[src/hdl/fwp_map.vh]
// Register map, field positions and constants for the flash write-protect block
`ifndef FWP_MAP_VH
`define FWP_MAP_VH
`define FWP_ADDR_PROG 12'h000
`define FWP_ADDR_BOOT 12'h004
`define FWP_ADDR_KEY 12'h008
`define FWP_ADDR_STAT 12'h00c
`define FWP_PROG_LOCK 31
`define FWP_PROG_BND_HI 23
`define FWP_BOOT_LOCK 15
`define FWP_BOOT_G2 10
`define FWP_BOOT_G1 9
`define FWP_BOOT_G0 8
`define FWP_PROG_RST 25'h1000000
`define FWP_BOOT_RST 4'hf
`define FWP_KEY1 32'haa996655
`define FWP_KEY2 32'h556699aa
`define FWP_PROG_HI 8'h1d
`define FWP_BOOT_HI 16'h1fc0
`define FWP_BOOT_HI_LSB 16
`define FWP_LOCK_RST 1'b1
`define FWP_PAGE_LSB 11
`define FWP_BPAGE_LSB 14
`define FWP_ZERO32 32'h00000000
`endif

[src/hdl/fwp_unlock.v]
// Two-word key sequence detector that arms one protect-register write
`timescale 1ns/100ps
`include "fwp_map.vh"
module fwp_unlock (
  sys_clk,
  rst_n,
  key_wr,
  key_data,
  consume,
  armed
);
  input wire sys_clk;
  input wire rst_n;
  input wire key_wr;
  input wire [31:0] key_data;
  input wire consume;
  output reg armed;
  localparam ST_IDLE = 2'b00;
  localparam ST_HALF = 2'b01;
  localparam ST_ARMED = 2'b10;
  reg [1:0] state_q;
  reg [1:0] state_d;
  always @* begin
    state_d = state_q;
    case (state_q)
      ST_IDLE: begin
        if (key_wr && key_data == `FWP_KEY1) begin
          state_d = ST_HALF;
        end
      end
      ST_HALF: begin
        if (key_wr) begin
          state_d = (key_data == `FWP_KEY2) ? ST_ARMED : ST_IDLE;
        end
      end
      ST_ARMED: begin
        // Any protect write or new key write uses up the unlock
        if (consume || key_wr) begin
          state_d = ST_IDLE;
        end
      end
      default: begin
        state_d = ST_IDLE;
      end
    endcase
  end
  always @(posedge sys_clk) begin
    if (!rst_n) begin
      state_q <= ST_IDLE;
      armed <= 1'b0;
    end else begin
      state_q <= state_d;
      armed <= (state_d == ST_ARMED);
    end
  end
endmodule

[src/hdl/fwp_top.v]
// Flash write-protect control: APB registers, unlock gating and address checking
// Summary of operation
// - Bit 31 of program protect lets the register change while one, freezes while zero.
// - Software can only clear either lock bit; only reset sets it again.
// - Program memory below 0x1D prefixed to the 24-bit boundary is protected.
// - A zero boundary disables all program flash protection.
// - Protection covers the whole page holding the boundary and all lower pages.
// - Program protect bits 30 to 24 read as zero.
// - Boot lock bit 15 lets the three boot guards change while one.
// - Boot guard bit 10 blocks writes to 0x1FC08000 through 0x1FC0BFFF.
// - Boot guard bit 9 blocks writes to 0x1FC04000 through 0x1FC07FFF.
// - Boot guard bit 8 blocks writes to 0x1FC00000 through 0x1FC03FFF.
// - Boot guards change only after unlock sequence and with boot lock set.
// - Boot register unused bits read zero; guards and lock reset to one.
//
// The address map and register access over APB were left to the implementer.
`timescale 1ns/100ps
`include "fwp_map.vh"
module fwp_top (
  sys_clk,
  rst_n,
  psel,
  penable,
  pwrite,
  paddr,
  pwdata,
  prdata,
  pready,
  pslverr,
  op_req,
  op_addr,
  op_grant,
  op_reject
);
  input wire sys_clk;
  input wire rst_n;
  input wire psel;
  input wire penable;
  input wire pwrite;
  input wire [11:0] paddr;
  input wire [31:0] pwdata;
  output reg [31:0] prdata;
  output reg pready;
  output reg pslverr;
  input wire op_req;
  input wire [31:0] op_addr;
  output reg op_grant;
  output reg op_reject;

  reg page_protect_unlock_q;
  reg [23:0] page_protect_boundary_q;
  reg boot_protect_unlock_q;
  reg boot_page2_guard_q;
  reg boot_page1_guard_q;
  reg boot_page0_guard_q;
  reg key_fail_q;
  wire armed;
  wire setup;
  wire wr_prog;
  wire wr_boot;
  wire wr_key;
  wire wr_stat;
  wire unmapped;

  // Setup cycle of APB; the slave answers in the following access cycle
  assign setup = psel && !penable;
  assign wr_prog = setup && pwrite && paddr == `FWP_ADDR_PROG;
  assign wr_boot = setup && pwrite && paddr == `FWP_ADDR_BOOT;
  assign wr_key = setup && pwrite && paddr == `FWP_ADDR_KEY;
  assign wr_stat = setup && pwrite && paddr == `FWP_ADDR_STAT;
  assign unmapped = !(paddr == `FWP_ADDR_PROG || paddr == `FWP_ADDR_BOOT ||
                      paddr == `FWP_ADDR_KEY || paddr == `FWP_ADDR_STAT);

  fwp_unlock u_unlock (
    .sys_clk(sys_clk),
    .rst_n(rst_n),
    .key_wr(wr_key),
    .key_data(pwdata),
    .consume(wr_prog || wr_boot),
    .armed(armed)
  );

  function [31:0] prog_word;
    input lock;
    input [23:0] bnd;
    begin
      prog_word = `FWP_ZERO32;
      prog_word[`FWP_PROG_LOCK] = lock;
      prog_word[`FWP_PROG_BND_HI:0] = bnd;
    end
  endfunction

  function [31:0] boot_word;
    input lock;
    input g2;
    input g1;
    input g0;
    begin
      boot_word = `FWP_ZERO32;
      boot_word[`FWP_BOOT_LOCK] = lock;
      boot_word[`FWP_BOOT_G2] = g2;
      boot_word[`FWP_BOOT_G1] = g1;
      boot_word[`FWP_BOOT_G0] = g0;
    end
  endfunction

  always @(posedge sys_clk) begin
    if (!rst_n) begin
      page_protect_unlock_q <= `FWP_LOCK_RST;
      page_protect_boundary_q <= 24'h000000;
      boot_protect_unlock_q <= `FWP_LOCK_RST;
      boot_page2_guard_q <= `FWP_LOCK_RST;
      boot_page1_guard_q <= `FWP_LOCK_RST;
      boot_page0_guard_q <= `FWP_LOCK_RST;
      key_fail_q <= 1'b0;
    end else begin
      // Writes without a fresh unlock are dropped with no slave error
      if (wr_prog && armed && page_protect_unlock_q) begin
        page_protect_boundary_q <= pwdata[`FWP_PROG_BND_HI:0];
        page_protect_unlock_q <= pwdata[`FWP_PROG_LOCK];
      end
      if (wr_boot && armed && boot_protect_unlock_q) begin
        boot_page2_guard_q <= pwdata[`FWP_BOOT_G2];
        boot_page1_guard_q <= pwdata[`FWP_BOOT_G1];
        boot_page0_guard_q <= pwdata[`FWP_BOOT_G0];
        boot_protect_unlock_q <= pwdata[`FWP_BOOT_LOCK];
      end
      // Sticky: a protect write made while not armed sets it, even if software clears in the same cycle
      if ((wr_prog || wr_boot) && !armed) begin
        key_fail_q <= 1'b1;
      end else if (wr_stat && pwdata[0]) begin
        key_fail_q <= 1'b0;
      end
    end
  end

  always @(posedge sys_clk) begin
    if (!rst_n) begin
      prdata <= `FWP_ZERO32;
      pready <= 1'b0;
      pslverr <= 1'b0;
    end else begin
      pready <= setup;
      pslverr <= setup && unmapped;
      if (setup && !pwrite) begin
        if (paddr == `FWP_ADDR_PROG) begin
          prdata <= prog_word(page_protect_unlock_q, page_protect_boundary_q);
        end else if (paddr == `FWP_ADDR_BOOT) begin
          prdata <= boot_word(boot_protect_unlock_q, boot_page2_guard_q, boot_page1_guard_q, boot_page0_guard_q);
        end else if (paddr == `FWP_ADDR_STAT) begin
          prdata <= {30'h00000000, armed, key_fail_q};
        end else begin
          prdata <= `FWP_ZERO32;
        end
      end else begin
        prdata <= `FWP_ZERO32;
      end
    end
  end

  // Address checking for program and erase requests
  wire in_prog;
  wire prog_hit;
  wire in_boot;
  wire [1:0] boot_page;
  wire boot_hit;
  // Compare on page numbers so the boundary's page is covered in full
  assign in_prog = op_addr[31:24] == `FWP_PROG_HI;
  assign prog_hit = in_prog && page_protect_boundary_q != 24'h000000 &&
                    op_addr[23:`FWP_PAGE_LSB] <= page_protect_boundary_q[23:`FWP_PAGE_LSB];
  // All three boot pages share the upper half-word; page index sits just below it
  assign in_boot = op_addr[31:`FWP_BOOT_HI_LSB] == `FWP_BOOT_HI;
  assign boot_page = op_addr[`FWP_BOOT_HI_LSB-1:`FWP_BPAGE_LSB];
  assign boot_hit = in_boot && ((boot_page == 2'b10 && boot_page2_guard_q) ||
                                (boot_page == 2'b01 && boot_page1_guard_q) ||
                                (boot_page == 2'b00 && boot_page0_guard_q));

  always @(posedge sys_clk) begin
    if (!rst_n) begin
      op_grant <= 1'b0;
      op_reject <= 1'b0;
    end else begin
      op_grant <= op_req && !(prog_hit || boot_hit);
      op_reject <= op_req && (prog_hit || boot_hit);
    end
  end
endmodule

[config.mk]
export PLATFORM = sky130hd
export DESIGN_NAME = fwp_top
export DESIGN_NICKNAME = d
export VERILOG_FILES = /design/src/hdl/fwp_unlock.v /design/src/hdl/fwp_top.v
export VERILOG_INCLUDE_DIRS = /design/src /design/src/hdl
export SDC_FILE = /design/constraint.sdc
export NUM_CORES = 1
export LEC_CHECK = 0
export ABC_AREA = 1
export BUFFER_PORTS_ARGS = -buffer_cell sky130_fd_sc_hd__buf_4
export CAP_MARGIN = 15
export CORE_MARGIN = 4
export CORE_UTILIZATION = 49
export DETAILED_ROUTE_END_ITERATION = 12
export PLACE_DENSITY = 0.81
export SLEW_MARGIN = 15
export SYNTH_ARGS = -nofsm -noshare
export SYNTH_HDL_FRONTEND = slang
export SYNTH_HIERARCHICAL = 1
export SYNTH_SLANG_ARGS = --single-unit
[constraint.sdc]
create_clock -name sys_clk -period 1.7 [get_ports sys_clk]
set_input_delay 0.425 -clock sys_clk [delete_from_list [all_inputs] [get_ports sys_clk]]
set_output_delay 0.425 -clock sys_clk [all_outputs]
set_load 0.02 [all_outputs]
==> metrics.md, run 1 <==
| Metric | Value |
|---|---|
| Biggest register | `prdata` |
| P_int | `2360 µW` |
| Largest register FFs | `25` |
| Die area | `7390 µm²` |
| FF-to-FF Start | `page_protect_boundary_q[23]` |
| Yosys top cell by area | `dfxtp_1` |
| Critical path's most frequent cell | `nand2_1` |
| Post-synthesis sequential area ratio | `41.6%` |
| Crit Path Max Fanout | `3` |
| Worst reg2reg setup slack | `0.12 ns` |
| Setup crit end kind | `flop` |
| DR WL/cell | `13.1 µm` |
| DRT Wirelength | `8100 µm` |
| Worst Path Buf+Inv | `2` |
| DRC viols | `0` |
| Distinct cells, synth | `30` |
| Hold_sp | `pwdata[13]` |
| Synth area leaders | `dfxtp_1, nor2_1, nand2_1` |
| Design Power | `3050 µW` |
| Mean Syn Cell Area | `6.96 µm²` |
| Layout cells sized above 1 | `25.5%` |
| Design area | `4050 µm²` |
| Clk slew on worst S/H paths | `0.07 ns` |
| Synth top area share | `41.6%` |
| Largest net degree at the start of global routing | `32` |
| Seq pwr share | `47.8%` |
| Critical path's top delay family | `simple AND/OR/NAND/NOR gates` |
| Max-slew violations | `0` |
| GRT Total Usage | `22.7%` |
| FF-to-FF path depth | `12` |
| Global-route wire length before repair | `13300 µm` |
| Min Tclk post-route | `1.58 ns` |
| Switching share of power | `22.6%` |
| Critical path startpoint category | `flop` |
| Cell area after synthesis | `2980 µm²` |
| CTS Buffer Depth | `2` |
| PD cells | `752 nW/µm²` |
| Initial antenna violation count | `0` |
| Post-CTS Setup Bufs | `0` |
| Initial core utilization | `50.3%` |
| Setup CP Type | `reg -> reg` |
| Min-Delay Path Class | `in -> reg` |
| WP data required | `1.97 ns` |
| Crit path largest cell delay | `0.34 ns` |
| Syn-to-layout area delta | `36.0%` |
| Peak Freq | `633 MHz` |
| Hold path endpoint | `page_protect_boundary_q[13]` |
| Crit-path slowest cell | `dfxtp_1` |
| Via count | `3077` |
| TritonRoute pass-1 iters | `5` |
| Final setup vio count | `0` |
| Chip width | `86.0 µm` |
| Post-DRT Antenna Nets | `0` |
| VDD IR max | `0.533 mV` |
| Final Hold Vio Count | `0` |
| Skew-Pair Late Insertion Delay | `0.34 ns` |
| Reg-to-Reg End | `op_grant` |
| Final cell count without fillers | `620` |
| CORE AREA | `5920 µm²` |
| DIE HEIGHT | `86.0 µm` |
| Post-DP HPWL | `6360 µm` |
| Yosys warns | `6` |
| Fin Setup TNS | `0 ns` |
| Root Driver | `clkbuf_8` |
| Vias in the first global route | `3023` |
| Gate power share | `9.8%` |
| Clk_skew | `0.00828 ns` |
| Rows | `28` |
| Clock Sinks | `62` |
| Register bit total from synthesis | `62` |
| Final Util | `68.5%` |
| Worst EP arrival | `1.85 ns` |
| Ant. Diodes | `0` |
| DRT iter0 DRCs | `104` |
| Number of vias per cell | `4.96` |
| GP Congestion | `0.853` |
| Nets | `635` |
| Post-DP Area | `3850 µm²` |
| Async SR Flop Fraction | `0%` |
| Largest regs | `prdata x25, page_protect_boundary_q x24, u_unlock/state_q x2` |
| CTS Buf Count | `9` |
| Number of I/O pins | `118` |
| Lkg Pwr | `0.00199 µW` |
| Number of flops mapped to enable cells by yosys | `0` |
| CP Cell Sequence | `inv_1, ha_1, nand2_1, nor2_2, inv_1, nor2_2, nand2_1, nand2_1, nand2_1, nand2_1, nand2_1, nor2_1` |
| Final worst-path cycle share | `93.0%` |
| Status | `finished, final reports clean` |
| Mapped Cells | `428` |
| H-tree Lvls | `3` |
| Post-synth top flop | `dfxtp_1` |
| Count leader, synth | `nor2_1` |
| Clock network fraction of design power | `42.4%` |
| GRT overflow | `0` |
| Placed Cells incl. Taps | `604` |
| Port Buffer Count | `99` |
| Switching power | `689 µW` |
| WHS Path Cells | `3` |
| Synth cell count leaders | `nor2_1, nand2_1, dfxtp_1, inv_1, nand3_1` |
| Max Cap Viol | `0` |
| CTS tree | `done` |
==> worst min-delay path: cells and delay by family <==
kind | cells | cell delay [ns]
buffers and inverters | 1 | 0.09
and+or+nand+nor | 2 | 0.12
==> through the flow <==
step	hold WS [ns]	worst slack, ns
after floorplan	0.422	0.152
after global placement	0.439	0.00582
after detailed placement	0.448	-0.0461
after CTS	0.313	0.114
after global routing	0.329	-0.00107
final	0.326	0.119
==> power by group through the flow <==
stage / clock (µW) / combinational [µW] / sequential [µW]
after floorplan: 0 / 119 / 1490
after CTS: 1320 / 298 / 1460
final: 1290 / 299 / 1460
after global routing: 1390 / 329 / 1460
after global placement: 0 / 287 / 1490
after detailed placement: 0 / 297 / 1490
==> layout by cell type, fill, tap and decap left out, drive strengths merged <==
| cell type | n |
|---|---|
| a211oi | 1 |
| nand3b | 3 |
| ha | 13 |
| nor2 | 121 |
| clkbuf | 12 |
| and3 | 1 |
| buf | 111 |
| nand2 | 69 |
| bufinv | 1 |
| nor3 | 13 |
| nand4 | 5 |
| nor4 | 1 |
| a21oi | 8 |
| clkinv | 3 |
| conb | 7 |
| dfxtp | 62 |
| o21ai | 29 |
| nand3 | 24 |
| a22o | 2 |
| or2 | 1 |
| inv | 58 |
==> repair_timing <==
action                     4_1_cts  5_1_grt
resized for setup                0        2
setup endpoints to repair        0        2
hold buffers                     0        0
==> layer usage <==
layer,wire (µm),up-vias,GRT usage [%]
met5,0,-,0
met4,168,0,9.35
met3,740,21,7.59
met2,3990,131,38.0
met1,3200,1377,26.6
li1,-,1548,-
==> how the worst max path moves through the flow <==
stage,startpoint,endpoint,depth (start not counted)
after floorplan,paddr[9],u_unlock/state_q[0],13
after global placement,paddr[1],u_unlock/state_q[0],13
after detailed placement,paddr[1],page_protect_boundary_q[22],10
after CTS,page_protect_boundary_q[23],op_grant,12
after global routing,page_protect_boundary_q[23],op_grant,12
final,page_protect_boundary_q[23],op_grant,12
==> layout make-up <==
cell class,count,area [µm²]
tap,75,93.8
sequential,62,1240
inverter,58,218
clock buffer,12,155
multi-input combinational,298,1440
timing repair buffer,111,858
clock inverter,4,45.0
fill,508,1870
==> kinds of logic after synthesis <==
kind of cell | Yosys count | synth area share, %
AO/OA/AOI/OAI | 40 | 7.05
AND/OR/NAND/NOR | 238 | 34.8
buffers and inverters | 74 | 10.9
flip-flops | 62 | 41.6
adder cells (fa/ha/maj) | 13 | 5.46
other | 1 | 0.126
Power figures use the tool's default switching activity.
==> run 2, diff against run 1 <==
- PLACE_DENSITY: 0.81 -> 0.91
==> metrics.md, run 2 (same netlist as run 1, synthesis figures left out) <==
| Metric | Value |
|---|---|
| Via count | `3064 (was 3077)` |
| Min-Delay Path Class | `in -> reg (unchanged)` |
| Post-DP Area | `3810 µm² (was 3850 µm²)` |
| Clk slew on worst S/H paths | `0.06 ns (was 0.07 ns)` |
| DR WL/cell | `13.0 µm (was 13.1 µm)` |
| Crit path from | `page_protect_boundary_q[23] (unchanged)` |
| Critical path's top delay family | `simple AND/OR/NAND/NOR gates (unchanged)` |
| Filler cell count in the final layout | `462 (was 508)` |
| Crit Path Max Fanout | `3 (unchanged)` |
| Die area | `7390 µm² (unchanged)` |
| Peak Freq | `643 MHz (was 633 MHz)` |
| Post-DRT Antenna Nets | `0 (unchanged)` |
| CTS tree | `done (unchanged)` |
| GP Congestion | `0.880 (was 0.853)` |
| Worst reg2reg setup slack | `0.14 ns (was 0.12 ns)` |
| Worst EP arrival | `1.83 ns (was 1.85 ns)` |
| Crit-path slowest cell | `dfxtp_1 (unchanged)` |
| CTS Buffer Depth | `2 (unchanged)` |
| Initial core utilization | `50.3% (unchanged)` |
| Global-route wire length before repair | `12600 µm (was 13300 µm)` |
| Clk_skew | `0.00495 ns (was 0.00828 ns)` |
| GRT overflow | `0 (unchanged)` |
| Max-slew violations | `0 (unchanged)` |
| GRT Total Usage | `21.8% (was 22.7%)` |
| H-tree Lvls | `3 (unchanged)` |
| Nets | `631 (was 635)` |
| Largest net degree at the start of global routing | `32 (unchanged)` |
| Most frequent cells in the layout | `nor2_1, buf_4, nand2_1 (unchanged)` |
| Final Hold Vio Count | `0 (unchanged)` |
| Critical path startpoint category | `flop (unchanged)` |
| RSZ-0062 raised after global routing | `no` |
| Crit path largest cell delay | `0.33 ns (was 0.34 ns)` |
| Post-CTS Setup Bufs | `0 (unchanged)` |
| Root Driver | `clkbuf_8 (unchanged)` |
| Largest register FFs | `25 (unchanged)` |
| Hold buffers post-CTS | `0 (unchanged)` |
| Final Util | `67.3% (was 68.5%)` |
| Max Cap Viol | `0 (unchanged)` |
| CTS Buf Count | `9 (unchanged)` |
| DRC viols | `0 (unchanged)` |
| Number of I/O pins | `118 (unchanged)` |
| Layout cells sized above 1 | `24.0% (was 25.5%)` |
| Lkg Pwr | `0.00195 µW (was 0.00199 µW)` |
| DIE HEIGHT | `86.0 µm (unchanged)` |
| DRT Wirelength | `8020 µm (was 8100 µm)` |
| Initial antenna violation count | `0 (unchanged)` |
| Port Buffer Count | `99 (unchanged)` |
| PD cells | `736 nW/µm² (was 752 nW/µm²)` |
| Syn-to-layout area delta | `33.8% (was 36.0%)` |
| Rows | `28 (unchanged)` |
| Chip width | `86.0 µm (unchanged)` |
| Multi-input logic area | `1440 µm² (about the same)` |
| Final setup vio count | `0 (unchanged)` |
| Commonest non-fill, non-tap cell in the layout | `nor2_1 (unchanged)` |
| Post-CTS Resized | `0 (unchanged)` |
| WP data required | `1.97 ns (about the same)` |
| FF-to-FF Start | `page_protect_boundary_q[23] (unchanged)` |
| Min Tclk post-route | `1.56 ns (was 1.58 ns)` |
| Largest regs | `prdata x25, page_protect_boundary_q x24, u_unlock/state_q x2 (unchanged)` |
| CORE AREA | `5920 µm² (unchanged)` |
| Hold_sp | `pwdata[9] (was pwdata[13])` |
| TritonRoute pass-1 iters | `5 (unchanged)` |
| Vias in the first global route | `2849 (was 3023)` |
| Clock Sinks | `62 (unchanged)` |
| Status | `finished, final reports clean (unchanged)` |
| Skew-Pair Late Insertion Delay | `0.34 ns (about the same)` |
| Final worst-path cycle share | `91.5% (was 93.0%)` |
| Worst Path Buf+Inv | `2 (unchanged)` |
| FF+latch area | `1240 µm² (unchanged)` |
| Design area | `3990 µm² (was 4050 µm²)` |
| Post-DP HPWL | `6220 µm (was 6360 µm)` |
| VDD IR max | `0.519 mV (was 0.533 mV)` |
| Number of vias per cell | `4.97 (was 4.96)` |
| Setup crit end kind | `flop (unchanged)` |
| Critical path's most frequent cell | `nand2_1 (unchanged)` |
| Ant. Diodes | `0 (unchanged)` |
| Biggest register | `prdata (unchanged)` |
| Setup CP Type | `reg -> reg (unchanged)` |
| CP Cell Sequence | `inv_1, ha_1, nand2_1, nor2_1, inv_1, nor2_1, nand2_1, nand2_1, nand2_1, nand2_1, nand2_1, nor2_1 (was inv_1, ha_1, nand2_1, nor2_2, inv_1, nor2_2, nand2_1, nand2_1, nand2_1, nand2_1, nand2_1, nor2_1)` |
| DRT iter0 DRCs | `167 (was 104)` |
| Fin Setup TNS | `0 ns (unchanged)` |
==> run 2: layer usage <==
layer  vias to the layer above  track usage, %  part of all wire (%)
li1                       1540               -                     -
met1                      1374            25.9                    40
met2                       127            36.6                    49
met3                        23            5.00                   8.0
met4                         0            11.1                   2.9
met5                         -               0                     0
==> run 2: cell type report <==
cell class,count,area share [%]
multi-input cells,298,36.1
flip-flops and latches,62,31.1
repair buffers,107,20.5
inverters,58,5.46
clock buffers,16,4.52
well taps,75,2.35
==> run 2: final timing paths <==
path	cells past startpoint	endpoint
worst max-delay path	12	op_grant
worst min register to register	2	prdata[4]
worst max register to register	12	op_grant
worst min-delay path	3	boot_page1_guard_q
==> run 2: power by group <==
part	switching, µW	leakage [µW]	internal [µW]
sequential	0.696	0.000500	1460
combinational	146	0.00136	151
clock	527	0.0000910	652
total	674	0.00195	2260
==> run 2: tightest hold or removal path, stage by stage <==
cell and delay [ns]:
buf_4 0.10, nand2_1 0.05, nand3_1 0.06
==> run 2: stage by stage <==
step	cells	power [µW]	setup WS (ns)	hold slack, ns
floorplan	434	1610	0.152	0.422
finish	616	2930	0.144	0.328
global placement	600	1770	-0.0386	0.439
global route	616	3050	0.0176	0.329
CTS	616	2950	0.149	0.317
detailed placement	600	1780	-0.0708	0.441
==> run 3, diff against run 2 <==
- BUFFER_PORTS_ARGS: -buffer_cell sky130_fd_sc_hd__buf_4 -> -buffer_cell sky130_fd_sc_hd__buf_2
- CORE_MARGIN: 4 -> not set
==> metrics.md, run 3 (same netlist as run 1, synthesis figures left out) <==
| Metric | Value |
|---|---|
| DIE HEIGHT | `80.0 µm (was 86.0 µm)` |
| Rows | `28 (unchanged)` |
| Root Driver | `clkbuf_8 (unchanged)` |
| TritonRoute pass-1 iters | `4 (was 5)` |
| Critical path's most frequent cell | `nand2_1 (unchanged)` |
| WP data required | `1.96 ns (was 1.97 ns)` |
| DRT iter0 DRCs | `139 (was 167)` |
| Final Util | `64.6% (was 67.3%)` |
| Port Buffer Count | `99 (unchanged)` |
| Filler cell count in the final layout | `480 (was 462)` |
| CTS Buf Count | `9 (unchanged)` |
| WHS Path Cells | `3 (unchanged)` |
| Clock Sinks | `62 (unchanged)` |
| Reg-to-Reg End | `op_reject (was op_grant)` |
| Worst reg2reg setup slack | `0.18 ns (was 0.14 ns)` |
| VDD IR max | `0.520 mV (was 0.519 mV)` |
| Chip width | `80.0 µm (was 86.0 µm)` |
| Nets | `633 (was 631)` |
| Initial antenna violation count | `0 (unchanged)` |
| PD cells | `815 nW/µm² (was 736 nW/µm²)` |
| Largest register FFs | `25 (unchanged)` |
| FF-to-FF Start | `page_protect_boundary_q[21] (was page_protect_boundary_q[23])` |
| Final cell count without fillers | `618 (was 616)` |
| Clk slew on worst S/H paths | `0.07 ns (was 0.06 ns)` |
| FF-to-FF path depth | `10 (was 12)` |
| Worst EP arrival | `1.79 ns (was 1.83 ns)` |
| Status | `finished, final reports clean (unchanged)` |
| Min-Delay Path Class | `in -> reg (unchanged)` |
| Placed Cells incl. Taps | `602 (was 600)` |
| Ant. Diodes | `0 (unchanged)` |
| Most frequent cells in the layout | `nor2_1, buf_2, nand2_1 (was nor2_1, buf_4, nand2_1)` |
| GRT Total Usage | `25.5% (was 21.8%)` |
| CORE AREA | `5890 µm² (was 5920 µm²)` |
| DR WL/cell | `12.4 µm (was 13.0 µm)` |
| Final setup vio count | `0 (unchanged)` |
| Setup CP Type | `reg -> reg (unchanged)` |
| Hold path endpoint | `page_protect_boundary_q[12] (was boot_page1_guard_q)` |
| Lkg Pwr | `0.00192 µW (was 0.00195 µW)` |
| Post-CTS Setup Bufs | `0 (unchanged)` |
| Biggest register | `prdata (unchanged)` |
| Setup crit end kind | `flop (unchanged)` |
| GP Congestion | `0.859 (was 0.880)` |
| Final Hold Vio Count | `0 (unchanged)` |
| Largest net degree at the start of global routing | `32 (unchanged)` |
| Final worst-path cycle share | `89.6% (was 91.5%)` |
| Post-DP HPWL | `5850 µm (was 6220 µm)` |
| Min Tclk post-route | `1.52 ns (was 1.56 ns)` |
| Number of I/O pins | `118 (unchanged)` |
| CTS tree | `done (unchanged)` |
| Max Cap Viol | `0 (unchanged)` |
| Hold_sp | `pwdata[12] (was pwdata[9])` |
| Post-DRT Antenna Nets | `0 (unchanged)` |
| Syn-to-layout area delta | `27.5% (was 33.8%)` |
| Worst Path Buf+Inv | `2 (unchanged)` |
| Skew-Pair Late Insertion Delay | `0.34 ns (about the same)` |
| H-tree Lvls | `3 (unchanged)` |
| DRC viols | `0 (unchanged)` |
| Commonest non-fill, non-tap cell in the layout | `nor2_1 (unchanged)` |
| CTS Buffer Depth | `2 (unchanged)` |
| DRT Wirelength | `7680 µm (was 8020 µm)` |
| FF+latch area | `1240 µm² (unchanged)` |
| Crit-path slowest cell | `dfxtp_1 (unchanged)` |
| Number of vias per cell | `4.97 (about the same)` |
| Multi-input logic area | `1460 µm² (was 1440 µm²)` |
| Initial core utilization | `50.6% (was 50.3%)` |
| Via count | `3070 (was 3064)` |
| Critical path startpoint category | `flop (unchanged)` |
| Clk_skew | `0.00844 ns (was 0.00495 ns)` |
| Peak Freq | `656 MHz (was 643 MHz)` |
| Layout cells sized above 1 | `25.8% (was 24.0%)` |
| Global-route wire length before repair | `12400 µm (was 12600 µm)` |
| Die area | `6400 µm² (was 7390 µm²)` |
| Crit Path Max Fanout | `3 (unchanged)` |
| Hold buffers post-CTS | `0 (unchanged)` |
| CP Cell Sequence | `inv_1, ha_1, nand2_1, nor2_2, inv_1, nor2_2, nand3_1, nand2_1, nand2_1, a21oi_1 (was inv_1, ha_1, nand2_1, nor2_1, inv_1, nor2_1, nand2_1, nand2_1, nand2_1, nand2_1, nand2_1, nor2_1)` |
| Largest regs | `prdata x25, page_protect_boundary_q x24, u_unlock/state_q x2 (unchanged)` |
| Critical path's top delay family | `simple AND/OR/NAND/NOR gates (unchanged)` |
| Vias in the first global route | `2889 (was 2849)` |
| GRT overflow | `0 (unchanged)` |
| Crit path largest cell delay | `0.33 ns (about the same)` |
| Max-slew violations | `0 (unchanged)` |
| RSZ-0062 raised after global routing | `no (unchanged)` |
run 3: changes by cell type in the layout (fill, tap and decap cells not counted), moves of 2 or more:
cell and delta:
buf_2 +99, buf_4 -96, clkbuf_1 -4, nor2_1 -3, nor2_2 +3, clkinv_2 +2
run 3: metrics by stage:
step,hold WS [ns],setup TNS (ns),setup WS [ns],instance area [µm²],total power [µW]
global placement,0.441,-0.0384,-0.0384,3560,1720
detailed placement,0.446,-0.191,-0.0751,3560,1730
finish,0.341,0,0.177,3800,3100
CTS,0.334,0,0.112,3780,3110
floorplan,0.422,0,0.152,3000,1610
global route,0.348,0,0.00677,3800,3210
run 3: worst max path at each step:
stage	start	slack [ns]	to	cells past startpoint
detailed placement	paddr[4]	-0.08	u_unlock/state_q[0]	14
CTS	page_protect_boundary_q[23]	0.11	op_reject	10
global route	page_protect_boundary_q[23]	0.007	op_grant	12
global placement	paddr[8]	-0.04	u_unlock/state_q[0]	14
floorplan	paddr[9]	0.15	u_unlock/state_q[0]	13
finish	page_protect_boundary_q[21]	0.18	op_reject	10
run 3: worst register-to-register path, delay by kind of cell (launching register included):
kind,cells,cell delay (ns)
DFF,1,0.33
and+or+nand+nor,6,0.53
buffers and inverters,2,0.14
adders and majority gates,1,0.30
AOI/OAI and AO/OA,1,0.15
run 3: layout make-up:
class,count,share of cell area [%]
clock buffer,13,4.71
clock inverter,3,1.05
inverter,58,5.73
multi-input combinational,298,38.4
sequential,62,32.7
tap,75,2.47
timing repair buffer,109,15.0
run 3: power breakdown:
part           internal, µW  switching (µW)  leakage, µW
clock                   832             558     0.000115
sequential             1460           0.515     0.000500
combinational           105             146      0.00131
total                  2390             704      0.00192
run 3: what timing repair did:
| action | 4_1_cts | 5_1_grt |
|---|---|---|
| gates resized for setup | 0 | 4 |
| setup endpoints to repair | 0 | 3 |
| endpoints found under the hold margin | 0 | 0 |
run 3: per-layer routing:
| layer | track usage, % | vias to the layer above | wire [µm] |
|---|---|---|---|
| li1 | - | 1549 | - |
| met5 | 0 | - | 0 |
| met1 | 28.9 | 1365 | 3120 |
| met3 | 5.37 | 21 | 598 |
| met2 | 43.3 | 135 | 3700 |
| met4 | 16.3 | 0 | 262 |
